--- src/hdl/rng_defines.vh ---
/*
 Register offsets, field positions, reset values and timing counts of the random source.
 Assumes a 250 MHz system clock and an AHB-Lite slave port with 32-bit data.
*/
`ifndef RNG_DEFINES_VH
`define RNG_DEFINES_VH

`define RNG_CONFIG_OFFSET 8'h00
`define RNG_STATUS_OFFSET 8'h04
`define RNG_VALUE_OFFSET 8'h08
`define RNG_ADDR_BITS 8
`define RNG_GEN_OFF_POS 2
`define RNG_READY_POS 0
`define RNG_VALUE_BITS 16
`define RNG_RESET_WORD 32'h00000000
`define RNG_SIZE_WORD 3'b010
`define RNG_CLK_PERIOD_PS 4000
`define RNG_MIN_PERIOD_PS 1250000
`define RNG_MIN_PERIOD_NS_X1000 1250
`define RNG_PERIOD_CYCLES ((`RNG_MIN_PERIOD_NS_X1000 + `RNG_CLK_PERIOD_PS / 1000 - 1) / (`RNG_CLK_PERIOD_PS / 1000))
`define RNG_LFSR_SEED 32'h1d872b41

`endif

--- src/hdl/noise_sampler.v ---
/*
 Stand-in for the analog noise source: two free-running ring-style LFSRs with
 different lengths mixed together, and a pacing counter that offers one fresh
 16-bit sample per minimum period.
 Assumes gen_off gates the whole source; while high nothing advances.
*/
`default_nettype none
`include "rng_defines.vh"

module noise_sampler (
    input wire sys_clk,
    input wire rst_b,
    input wire gen_off,
    output reg sample_valid,
    output reg [15:0] sample_data
);
    reg [31:0] lfsr_a_q;
    reg [16:0] lfsr_b_q;
    reg [15:0] pace_q;

    // Last count of the pacing counter before a sample is offered.
    localparam integer PACE_LAST = `RNG_PERIOD_CYCLES - 1;

    function [31:0] step_a;
        input [31:0] s;
        begin
            step_a = {s[30:0], s[31] ^ s[21] ^ s[1] ^ s[0]};
        end
    endfunction

    always @(posedge sys_clk or negedge rst_b)
    begin
        if (!rst_b)
        begin
            lfsr_a_q <= `RNG_LFSR_SEED;
            lfsr_b_q <= 17'h1;
            pace_q <= 16'h0000;
            sample_valid <= 1'b0;
            sample_data <= 16'h0000;
        end
        else if (gen_off)
        begin
            // Oscillators powered down and the source clock stopped.
            sample_valid <= 1'b0;
        end
        else
        begin
            lfsr_a_q <= step_a(lfsr_a_q);
            lfsr_b_q <= {lfsr_b_q[15:0], lfsr_b_q[16] ^ lfsr_b_q[13]};
            sample_valid <= 1'b0;
            if (pace_q == PACE_LAST[15:0])
            begin
                pace_q <= 16'h0000;
                sample_valid <= 1'b1;
                sample_data <= lfsr_a_q[31:16] ^ lfsr_b_q[15:0];
            end
            else
            begin
                pace_q <= pace_q + 16'h0001;
            end
        end
    end
endmodule // noise_sampler
`default_nettype wire

--- src/hdl/true_random_source_regs.v ---
/*
 Register block of the true random source, an AHB-Lite slave with three
 32-bit registers: configuration, status and value.
 Assumes the host drives AHB-Lite on sys_clk and that hsel covers this block.
*/
`default_nettype none
`include "rng_defines.vh"

// Functional notes
// - Value register returns 16-bit result in low bits.
// - Only 32-bit accesses; narrower ones get error.
// - Fresh values at most one per 1.25 us.
// - Config bit 2 disables and gates generator.
// - Status bit 0 shows a ready value.
// - Early value read waits until value arrives.
// - Ready stays low while generator off.
// - Value read while generator off waits without end.
// - Registers at 0x00, 0x04, 0x08, reset zero.
module true_random_source_regs (
    input wire sys_clk,
    input wire rst_b,
    input wire hsel,
    input wire [31:0] haddr,
    input wire [1:0] htrans,
    input wire hwrite,
    input wire [2:0] hsize,
    input wire [31:0] hwdata,
    input wire hready,
    output reg [31:0] hrdata,
    output wire hreadyout,
    output wire hresp
);
    localparam ST_IDLE = 2'd0;
    localparam ST_WAIT = 2'd1;
    localparam ST_ERR1 = 2'd2;
    localparam ST_ERR2 = 2'd3;

    reg [1:0] state_q;
    reg [1:0] state_d;
    reg gen_off_q;
    reg ready_q;
    reg [15:0] value_q;
    reg wr_pend_q;
    reg [7:0] wr_addr_q;
    wire sample_valid;
    wire [15:0] sample_data;
    wire take;
    wire bad_size;
    wire [7:0] a;
    wire value_read;
    wire fresh;
    wire fast_read;
    wire slow_read;
    wire wait_hit;
    wire config_write;

    // True when a byte address selects the register at the given offset.
    function word_hit;
        input [7:0] addr;
        input [7:0] offset;
        begin
            word_hit = addr == offset;
        end
    endfunction

    // Places a 16-bit random result in the low half of a bus word.
    function [31:0] value_word;
        input [15:0] v;
        begin
            value_word = {16'h0000, v};
        end
    endfunction

    assign take = hsel && hready && htrans[1];
    assign bad_size = hsize != `RNG_SIZE_WORD;
    assign a = haddr[7:0];
    assign value_read = take && !bad_size && !hwrite && word_hit(a, `RNG_VALUE_OFFSET);
    // A sample is only trusted while the generator runs.
    assign fresh = sample_valid && !gen_off_q;
    // With a value waiting, a value read finishes with no wait state.
    assign fast_read = value_read && ready_q && !gen_off_q;
    assign slow_read = value_read && !fast_read;
    // A waiting value read is finished by the first fresh sample.
    assign wait_hit = state_q == ST_WAIT && fresh;
    assign config_write = wr_pend_q && word_hit(wr_addr_q, `RNG_CONFIG_OFFSET);

    // The sampler paces fresh values to one per minimum period.
    noise_sampler u_noise (
        .sys_clk(sys_clk),
        .rst_b(rst_b),
        .gen_off(gen_off_q),
        .sample_valid(sample_valid),
        .sample_data(sample_data)
    );

    always @*
    begin
        state_d = state_q;
        case (state_q)
            ST_IDLE, ST_ERR2:
            begin
                state_d = ST_IDLE;
                if (take && bad_size)
                begin
                    state_d = ST_ERR1;
                end
                else if (slow_read)
                begin
                    state_d = ST_WAIT;
                end
            end
            ST_WAIT:
            begin
                if (wait_hit)
                begin
                    state_d = ST_IDLE;
                end
            end
            ST_ERR1:
            begin
                state_d = ST_ERR2;
            end
            default:
            begin
                state_d = ST_IDLE;
            end
        endcase
    end

    // The read data is loaded on the edge that leaves the wait, so ready rises with it.
    assign hreadyout = !(state_q == ST_ERR1 || state_q == ST_WAIT);
    assign hresp = state_q == ST_ERR1 || state_q == ST_ERR2;

    always @(posedge sys_clk or negedge rst_b)
    begin
        if (!rst_b)
        begin
            state_q <= ST_IDLE;
        end
        else
        begin
            state_q <= state_d;
        end
    end

    // Write data follows its address by one cycle, so the address is kept.
    always @(posedge sys_clk or negedge rst_b)
    begin
        if (!rst_b)
        begin
            wr_pend_q <= 1'b0;
            wr_addr_q <= 8'h00;
        end
        else
        begin
            wr_pend_q <= take && hwrite && !bad_size;
            if (take)
            begin
                wr_addr_q <= a;
            end
        end
    end

    // Only the generator-off bit of the configuration register is stored.
    always @(posedge sys_clk or negedge rst_b)
    begin
        if (!rst_b)
        begin
            gen_off_q <= 1'b0;
        end
        else if (config_write)
        begin
            gen_off_q <= hwdata[`RNG_GEN_OFF_POS];
        end
    end

    // A sample that arrives with a consuming read goes to that read, so the flag ends low.
    always @(posedge sys_clk or negedge rst_b)
    begin
        if (!rst_b)
        begin
            ready_q <= 1'b0;
            value_q <= 16'h0000;
        end
        else
        begin
            if (gen_off_q)
            begin
                ready_q <= 1'b0;
            end
            else if (fast_read || wait_hit)
            begin
                ready_q <= 1'b0;
            end
            else if (fresh)
            begin
                ready_q <= 1'b1;
            end
            if (fresh)
            begin
                value_q <= sample_data;
            end
        end
    end

    // Read data is registered and stands from the cycle in which hreadyout is high.
    always @(posedge sys_clk or negedge rst_b)
    begin
        if (!rst_b)
        begin
            hrdata <= `RNG_RESET_WORD;
        end
        else if (take && !hwrite && !bad_size)
        begin
            if (word_hit(a, `RNG_CONFIG_OFFSET))
            begin
                hrdata <= {29'h0, gen_off_q, 2'b00};
            end
            else if (word_hit(a, `RNG_STATUS_OFFSET))
            begin
                hrdata <= {31'h0, ready_q};
            end
            else if (fast_read)
            begin
                hrdata <= value_word(fresh ? sample_data : value_q);
            end
            else if (!value_read)
            begin
                hrdata <= `RNG_RESET_WORD;
            end
        end
        else if (wait_hit)
        begin
            hrdata <= value_word(sample_data);
        end
    end
endmodule // true_random_source_regs
`default_nettype wire

--- config.mk ---
export PLATFORM = sky130hd
export DESIGN_NAME = true_random_source_regs
export DESIGN_NICKNAME = d
export VERILOG_FILES = /design/src/hdl/noise_sampler.v /design/src/hdl/true_random_source_regs.v
export VERILOG_INCLUDE_DIRS = /design/src /design/src/hdl
export SDC_FILE = /design/constraint.sdc
export NUM_CORES = 1
export LEC_CHECK = 0
export BUFFER_PORTS_ARGS = -buffer_cell sky130_fd_sc_hd__clkbuf_2
export CELL_PAD_IN_SITES_DETAIL_PLACEMENT = 0
export CELL_PAD_IN_SITES_GLOBAL_PLACEMENT = 1
export CORE_MARGIN = 5
export CORE_UTILIZATION = 35
export CTS_CLUSTER_SIZE = 14
export DETAILED_ROUTE_END_ITERATION = 8
export MAX_ROUTING_LAYER = met4
export PLACE_DENSITY = 0.7
export SETUP_SLACK_MARGIN = 0.05
export SLEW_MARGIN = 10
export SYNTH_ARGS = -nofsm -noshare
export SYNTH_HDL_FRONTEND = slang
export SYNTH_SLANG_ARGS = --single-unit
--- constraint.sdc ---
create_clock -name sys_clk -period 2.4 [get_ports sys_clk]
set_input_delay 0.48 -clock sys_clk [delete_from_list [all_inputs] [get_ports sys_clk]]
set_output_delay 0.48 -clock sys_clk [all_outputs]
set_load 0.01 [all_outputs]
# Word-level counts from Yosys, hierarchy flattened
# Index checks and enable logic that the tools add are counted.
op_classes:
  n_mux: 17
  bitwise: 6
  eq_ne: 9
  n_addsub: 1
  reduce_logical: 32
op_table:
  columns: ["operator", "n"]
  rows:
  - ["32-bit 2-to-1 mux", 6]
  - ["16-bit 2-to-1 mux", 2]
  - ["16-bit by 1-bit adder with 16-bit output (second input constant)", 1]
  - ["16-bit by 9-bit equality test with 1-bit output (second input constant)", 1]
  - ["1-bit logical AND", 16]
  - ["8-bit zero test", 2]
  - ["16-bit bitwise XOR", 1]
  - ["8-bit by 3-bit equality test with 1-bit output (second input constant)", 1]
  - ["8-bit by 4-bit equality test with 1-bit output (second input constant)", 1]
  - ["1-bit 2-to-1 mux", 6]
  - ["2-bit one-hot mux with 3 select lines", 1]
  - ["1-bit zero test", 5]
  - ["5-bit by 3-bit != test with 1-bit output (second input constant)", 1]
  - ["2-bit equality test (second input constant)", 2]
  - ["2-bit 2-to-1 mux", 2]
  - ["2-bit AND reduction", 2]
  - ["1-bit bitwise XOR", 4]
  - ["1-bit logical OR", 3]
  - ["3-bit by 2-bit != test with 1-bit output (second input constant)", 1]
  - ["3-bit nonzero test", 1]
  - ["2-bit by 1-bit equality test with 1-bit output (second input constant)", 1]
  - ["2-bit zero test", 1]
  - ["2-bit != test (second input constant)", 1]
  - ["2-bit nonzero test", 1]
  - ["2 further kinds", 2]
totals:
  in_bits: 74
  output_inout_bits: 34
  register_bits: 143

# Logic depth before layout (Yosys ltp)
# Gate-level depths: netlist of run 1.
depth:
  depth_word: 12
  mapped_depth: 8
  depth_no_buf: 7

# By module
# A second synthesis of run 1 with hierarchy kept.
hier_totals:
  cells_unflattened: 454
  area_unflattened_um2: 5855.6
modules_own_cells:
  columns: ["mod", "cells_each", "area_each_um2", "n_inst", "seq_area_each_um2"]
  rows:
  - ["noise_sampler", 255, 3489.6, 1, 2070.7]
  - ["true_random_source_regs", 199, 2366.0, 1, 1126.1]

# Worst setup path before layout of run 1
# OpenSTA, ideal clock, no wires.
synth_path:
  path_kind: "input port to flip-flop"
  startpoint: "in hsize[0]"
  endpoint: "reg hrdata[10]"
  setup_time_ps: 125
  arrival_ps: 2237
  slack_ps: 38
  path_stages: 7
  n_path_buf: 2
  cell_sequence: "or3b_4 > or3_1 > buf_6 > mux2i_4 > a22oi_4 > buf_6 > mux2_4"
synth_between:
  elab_chain_cells: 11
  elab_cells_between_ends: 15
  cone_classes: "2 x eq/ne; 4 x mux; 9 x reduce/logical"
synth_rtl:
  columns: ["item", "line", "text"]
  rows:
  - ["start: declaration", "true_random_source_regs.v:26", "input wire [2:0] hsize,"]
  - ["3-bit by 2-bit != test with 1-bit output (no line) *", null, null]
  - ["1-bit zero test *", "true_random_source_regs.v:77, true_random_source_regs.v:213", null]
  - ["1-bit logical AND (3 in series)", "true_random_source_regs.v:77", "assign value_read = take && !bad_size && !hwrite && word_hit(a, `RNG_VALUE_OFFSET);"]
  - ["1-bit logical AND (2 in series)", "true_random_source_regs.v:81", "assign fast_read = value_read && ready_q && !gen_off_q;"]
  - ["32-bit 2-to-1 mux", "true_random_source_regs.v:223", "else if (fast_read)"]
  - ["32-bit 2-to-1 mux", "true_random_source_regs.v:219", "else if (word_hit(a, `RNG_STATUS_OFFSET))"]
  - ["32-bit 2-to-1 mux", "true_random_source_regs.v:215", "if (word_hit(a, `RNG_CONFIG_OFFSET))"]
  - ["32-bit 2-to-1 mux", "true_random_source_regs.v:213", "else if (take && !hwrite && !bad_size)"]
  - ["end signal: assignment", "true_random_source_regs.v:217", "hrdata <= {29'h0, gen_off_q, 2'b00};"]
  - ["end signal: assignment", "true_random_source_regs.v:221", "hrdata <= {31'h0, ready_q};"]
  - ["end signal: assignment", "true_random_source_regs.v:225", "hrdata <= value_word(fresh ? sample_data : value_q);"]
  - ["end: declaration", "true_random_source_regs.v:29", "output reg [31:0] hrdata,"]
# Mark *: on every way between the ends. The rest lies on a longest branch, timed or not.
# A chain may end at the register's enable or synchronous reset.

==> results of run 1 <==
worst max-delay path, stage by stage (launching register included):
cell	delay (ps)
dfrtp_2	430
buf_4	550
nand4b_1	270
nor2_1	90
and3_1	210
and3_1	190
xor2_1	140
registers in the layout, indices dropped and copies added, names as in the netlist:
signal,count
u_noise.sample_data,16
wr_pend_q,1
gen_off_q,1
ready_q,1
u_noise.sample_valid,1
u_noise.lfsr_a_q,32
u_noise.pace_q,16
wr_addr_q,8
state_q,2
hrdata,16
u_noise.lfsr_b_q,17
value_q,16
synthesized netlist by cell type (4+ instances only):
master    count  share of area [%]
a32o_1       14                2.5
and3_1        5               0.55
buf_4        16                2.1
clkbuf_1     12               0.79
dfrtp_1     112                 49
dfstp_2      15                7.0
ha_1          5                1.1
inv_1         7               0.46
mux2_2       79                 16
mux2_4        9                2.4
nand2_1      30                2.0
nand3_1       9               0.79
nand4_1       4               0.44
nor2_1       10               0.66
nor2b_1       6               0.66
o21ai_0      21                1.9
xnor2_1      24                3.7
xor2_1        8                1.2
logic make-up (layout without fill, tap and decap cells):
group | Yosys count | in the layout
compound gates | 43 | 43
xor+xnor | 32 | 32
fa+ha+maj | 5 | 5
buf+inv | 43 | 92
flops | 127 | 127
mux | 91 | 91
other cells | 1 | 16
simple gates | 92 | 92
how the worst max path moves through the flow:
| stage | end | cells past startpoint | slack, ps | startpoint |
|---|---|---|---|---|
| 2_1_floorplan | hrdata[10] | 7 | 40 | hsize[0] |
| 6_report | u_noise.pace_q[10] | 6 | 400 | gen_off_q |
| 3_5_place_dp | hrdata[0] | 7 | -0.7 | hsize[0] |
| 4_1_cts | u_noise.pace_q[10] | 6 | 350 | gen_off_q |
| 5_1_grt | u_noise.pace_q[10] | 6 | 210 | gen_off_q |
| 3_3_place_gp | hrdata[5] | 7 | 20 | hsize[0] |
stage by stage:
| step | cells | hold slack (ps) | setup WS (ps) | util [%] | instance area (um2) |
|---|---|---|---|---|---|
| 6_report | 714 | 113 | 395 | 42.5 | 6760 |
| 5_1_grt | 714 | 157 | 211 | 42.5 | 6760 |
| 4_1_cts | 714 | 130 | 347 | 42.5 | 6760 |
| 3_5_place_dp | 682 | 486 | -0.656 | 38.6 | 6130 |
| 3_3_place_gp | 682 | 478 | 22.9 | 38.6 | 6130 |
| 2_1_floorplan | 449 | 184 | 37.5 | - | 5720 |
power by group through the flow:
stage	Combinational (mW)	Clock, mW	Sequential (mW)
detailed placement	0.413	0	2.35
global placement	0.394	0	2.34
CTS	0.416	2.74	2.31
global route	0.464	2.85	2.33
finish	0.408	2.68	2.31
floorplan	0.287	0	2.33
final cells by class:
cell class                      count  area [um2]
Fill cell                        1439        9130
Tap cell                          216         270
Clock buffer                       24         502
Clock inverter                      8         128
Inverter                            8        30.0
Multi-Input combinational cell    279        2290
Timing Repair Buffer               52         343
Sequential cell                   127        3200
metal layers:
layer,part of all wire (%),up-vias,GRT usage (%)
li1,-,1605,-
met1,46,1710,16.3
met2,48,70,19.2
met3,4.0,14,3.14
met4,1.4,0,4.16
met5,0,-,-
==> metrics.csv, run 1 <==
stage,metric,value,unit
critical_path,critPathLaunchType,register,
logic_synthesis,ys_ff_latch,127,
critical_path,r2r_slack,400,ps
cts,clock_sinks,127,
logic_synthesis,ys.flop_type,dfrtp_1,
pwr,powerDensity,799,mW/mm2
cts,cts_max_level,4,
route,ant_nets,0,
die,design.core.area,0.0159,mm2
placement,port_buffers,35,
route,drt_pass1_iterations,4,
placement,dp_hpwl,7170,um
cts,clockBufferDepth,2,
die,num_rows,46,
cts,post_cts_resized,0,
die,ios,108,
placement,place_congestion,0.749,
route,vias_per_cell,4.76,
status,outcome,"complete, no violations",
cts,holdBufCountCts,0,
cts,cts_made_buffers,17,
cells_and_area,syn_to_final_growth,19.2,%
global_routing,grt_max_degree,55,
cts,clk_pin_slew,60,ps
timing,fmax,499,MHz
critical_path,regToRegStartpoint,gen_off_q,
pwr,power_frac_clock,49.6,%
route,wl_per_cell,14.8,um
route,drtIter0Drc,239,
timing,slew_headroom,55.6,%
global_routing,overflow,0,
critical_path,crit_type,register to register,
cells_and_area,final_cell_mix,"dfrtp_1 (111), mux2_2 (79), clkbuf_2 (34)",
pwr,p_seq_share,42.9,%
logic_synthesis,synth_fa_ha_area_share,1.10,%
route,drc,0,
critical_path,cp.arrival,2290,ps
die,start_util,35.7,%
critical_path,rr_worst_depth,6,
global_routing,antenna_found_initial,0,
timing,finalHoldViolCount,0,
global_routing,grt_pass1_vias,3471,
logic_synthesis,synthSimpleGateAreaFrac,8.92,%
logic_synthesis,synthMuxAreaShare,18.8,%
cts,postCtsSetupRepairBufs,0,
logic_synthesis,ys_types,47,
pwr,comb_power_share,7.5,%
timing,slew_violations,0,
critical_path,crit_fanout,54,
logic_synthesis,synth-compound-area-share,5.50,%
pwr,ir_drop,372,uV
cells_and_area,final_common_cell,dfrtp_1,
critical_path,r2r_end,u_noise.pace_q[10],
die,dieArea,0.0188,mm2
cts,tritoncts,built,
timing,setup-violations-final,0,
logic_synthesis,postSynth.asyncResetShare,100,%
die,die_x,137,um
logic_synthesis,avgSynthCellArea,13.1,um2
logic_synthesis,synth_top_family_by_area,multiplexers,
timing,setup_tns,0,ps
timing,fin_crit_sh,83.5,%
timing,finClkSkew,6.56,ps
cts,clock_latency,400,ps
die,die_h,137,um
pwr,intPower,4.18,mW
logic_synthesis,synth_area,0.00567,mm2
min_path,worstHoldPathType,primary input to async pin,
cells_and_area,nNetsFinal,564,
timing,grt_setup_unrepaired,no,
timing,min_period,2000,ps
cells_and_area,layout-drive-gt1-share,39.0,%
cells_and_area,antenna_cells,0,
logic_synthesis,ys_seq_area_share,56.4,%
route,routed_wl,10500,um
pwr,netSwitchingFraction,22.5,%
timing,tightest_slew,665,ps
flow_run,max_cap_violations,0,
logic_synthesis,synth-xor-area-share,4.94,%
critical_path,end_kind,register,
critical_path,critPathRequiredTime,2690,ps
logic_synthesis,yosys_warnings,0,
global_routing,track_usage,12.5,%
pwr,switchingPower,1.22,mW
cts,root_buffer,clkbuf_16,
global_routing,grt_pass1_wl,18000,um
pwr,finalPower,5.40,mW
route,dr_total_vias,3399,
pwr,leakage,3.19,nW
logic_synthesis,syn_inst,434,
logic_synthesis,synth_edf_count,0,
(Power assumes the default switching activity.)
==> run 2: changes to the inputs <==
--- a/config.mk
+++ b/config.mk
@@ -14,7 +14,7 @@
 export CTS_CLUSTER_SIZE = 14
 export DETAILED_ROUTE_END_ITERATION = 8
 export MAX_ROUTING_LAYER = met4
-export PLACE_DENSITY = 0.7
+export PLACE_DENSITY = 0.72
 export SETUP_SLACK_MARGIN = 0.05
 export SLEW_MARGIN = 10
 export SYNTH_ARGS = -nofsm -noshare
==> constraint.sdc (replaced) <==
create_clock -name sys_clk -period 1.83 [get_ports sys_clk]
set_input_delay 0.366 -clock sys_clk [delete_from_list [all_inputs] [get_ports sys_clk]]
set_output_delay 0.366 -clock sys_clk [all_outputs]
set_load 0.01 [all_outputs]
==> run 2 against run 1 <==
Critical path type is now primary input to register; sequential share of layout area shrank 1.9 points; die area did not move; clock skew is 6.0 ps higher; highest routed layer unchanged; critical path depth is 1 higher; largest cell class unchanged; core utilization grew 1.8 points; routed wire length up 0.88%.
==> metrics.csv, run 2 (synthesis gave the netlist of run 1 again) <==
stage,metric,value,unit,change
status,outcome,"complete, no violations",,
flow_run,max_cap_violations,0,,unchanged
timing,slew_violations,0,,unchanged
placement,place_congestion,0.790,,+5.5%
global_routing,overflow,0,,unchanged
placement,port_buffers,35,,unchanged
die,dieArea,0.0188,mm2,unchanged
timing,slew_headroom,61.2,%,+5.6 points
global_routing,track_usage,12.4,%,-0.10 points
cells_and_area,nNetsFinal,581,,+3.0%
cts,clockBufferDepth,2,,unchanged
timing,min_period,1810,ps,
cts,root_buffer,clkbuf_16,,
timing,fmax,553,MHz,
cells_and_area,syn_to_final_growth,24.3,%,
cells_and_area,top_regs,"u_noise.lfsr_a_q: 32 flops, u_noise.lfsr_b_q: 17 flops",,
die,design.core.area,0.0159,mm2,unchanged
route,vias_per_cell,4.69,,-1.4%
cells_and_area,regArea,0.00320,mm2,unchanged
cells_and_area,final_common_cell,dfrtp_1,,
route,wl_met1,4900,um,-0.16%
cells_and_area,n_fill_cell,1433,,-0.42%
global_routing,grt_pass1_wl,17600,um,-1.9%
pwr,powerDensity,1020,mW/mm2,+28%
critical_path,crit_type,primary input to register,,
timing,fin_crit_sh,98.7,%,
route,top_layer_used,met4,,
route,dr_total_vias,3431,,+0.94%
global_routing,grt_pass1_vias,3570,,+2.9%
global_routing,antenna_found_initial,0,,unchanged
critical_path,crit_fanout,13,,-76%
critical_path,cp.arrival,2100,ps,-190 ps
min_path,worstHoldStart,haddr[4],,
timing,tightest_slew,581,ps,-84.1 ps
placement,dpl_cell_area,0.00630,mm2,+2.8%
placement,place_inst,697,,+2.2%
route,routed_wl,10600,um,+0.88%
die,start_util,35.7,%,unchanged
die,die_h,137,um,unchanged
pwr,leakage,3.32,nW,+3.9%
route,wl_met2,5150,um,+1.5%
die,num_rows,46,,unchanged
timing,holdWs,198,ps,+85.1 ps
route,drtIter0Drc,182,,-24%
timing,finClkSkew,12.6,ps,+6.05 ps
critical_path,end_kind,register,,
cts,clock_latency,410,ps,about the same
global_routing,grt_max_degree,51,,-7.3%
die,ios,108,,unchanged
timing,finalHoldViolCount,0,,unchanged
placement,dp_hpwl,7400,um,+3.3%
critical_path,critPathLaunchType,primary input,,
cts,tritoncts,built,,
cts,clk_pin_slew,50,ps,about the same
cells_and_area,postLayoutCoreUtil,44.4,%,+1.8 points
pwr,ir_drop,489,uV,+31%
min_path,worstHoldPathType,primary input to register,,
cells_and_area,multi_input_area,0.00239,mm2,+4.5%
route,drt_pass1_iterations,5,,+1
cts,clock_sinks,127,,unchanged
cells_and_area,layout-drive-gt1-share,42.5,%,+3.6 points
cells_and_area,instances_no_fill,731,,+2.4%
cts,cts_made_buffers,17,,unchanged
die,die_x,137,um,unchanged
route,dr_wl_met3,430,um,+2.1%
route,ant_nets,0,,unchanged
critical_path,critPathRequiredTime,2120,ps,-570 ps
cts,cts_max_level,4,,unchanged
critical_path,regToRegStartpoint,state_q[0],,
timing,setup-violations-final,0,,unchanged
cells_and_area,regMostFlops,u_noise.lfsr_a_q,,
placement,dp_slack,-430,ps,-429 ps
cells_and_area,final_cell_mix,"dfrtp_1 (111), mux2_2 (74), clkbuf_2 (31)",,
critical_path,startpoint,hsize[0],,
cells_and_area,antenna_cells,0,,unchanged
cells_and_area,largest_reg_flops,32,,unchanged
timing,grt_setup_unrepaired,yes,,
cells_and_area,design_area,0.00705,mm2,+4.3%
route,wl_per_cell,14.6,um,-1.5%
timing,fin_ws,23.3,ps,-372 ps
route,drc,0,,unchanged
-- run 2: changes by cell type in the layout (fill, tap and decap cells not counted), moves of 3 or more --
cell / previous run / this run
mux2_2: 79 / 74
buf_6: 0 / 4
clkbuf_8: 5 / 2
ha_1: 5 / 1
buf_12: 3 / 7
buf_4: 15 / 26
mux2_4: 9 / 14
clkbuf_1: 2 / 7
clkbuf_2: 34 / 31
ha_2: 0 / 3
-- run 2: worst paths after layout --
check                           slack [ps]  cells after the start                    to
worst max-delay path                    20                      7             hrdata[0]
worst min-delay path                   200                      2          wr_addr_q[4]
worst max register to register         120                      7             hrdata[0]
worst min register to register         490                      1            value_q[7]
max in group asynchronous              710                      3  u_noise.lfsr_a_q[11]
min in group asynchronous              480                      2   u_noise.lfsr_b_q[5]
-- run 2: critical path, cell delays in order --
cell and delay [ps]:
buf_6 90, or3b_4 380, or3_4 360, mux2i_4 200, a22oi_4 170, buf_12 190
mux2_2 340
-- run 2: power breakdown --
part | internal (mW) | switching, mW | total [mW]
clock | 2.35 | 1.12 | 3.47
sequential | 2.93 | 0.0937 | 3.02
combinational | 0.348 | 0.357 | 0.705
total | 5.63 | 1.57 | 7.20
-- run 2: what timing repair did --
| action | in CTS | in global routing |
|---|---|---|
| setup endpoints to repair | 19 | 41 |
| buffers inserted | 1 | 0 |
| pin swaps | 0 | 2 |
| hold buffers | 1 | 0 |
| hold endpoints to repair | 27 | 0 |
| resized for setup | 7 | 21 |
-- run 2: per-layer routing --
| layer | vias to the layer above | track usage, % |
|---|---|---|
| li1 | 1635 | - |
| met1 | 1720 | 15.6 |
| met2 | 67 | 19.1 |
| met3 | 9 | 3.32 |
| met4 | 0 | 4.99 |
| met5 | - | - |
-- run 2: layout make-up --
type,instances,area share (%)
clock inverter,6,1.92
multi-input combinational,279,33.9
sequential,127,45.4
timing repair buffer,69,7.74
clock buffer,26,6.80
tap,216,3.83
inverter,8,0.426
-- run 2: per-stage QoR --
step	TNS (ps)	power, mW
final	0	7.20
after global routing	-15.6	7.51
after global placement	-6200	3.66
after CTS	0	7.24
after floorplan	-5650	3.43
after detailed placement	-6730	3.69
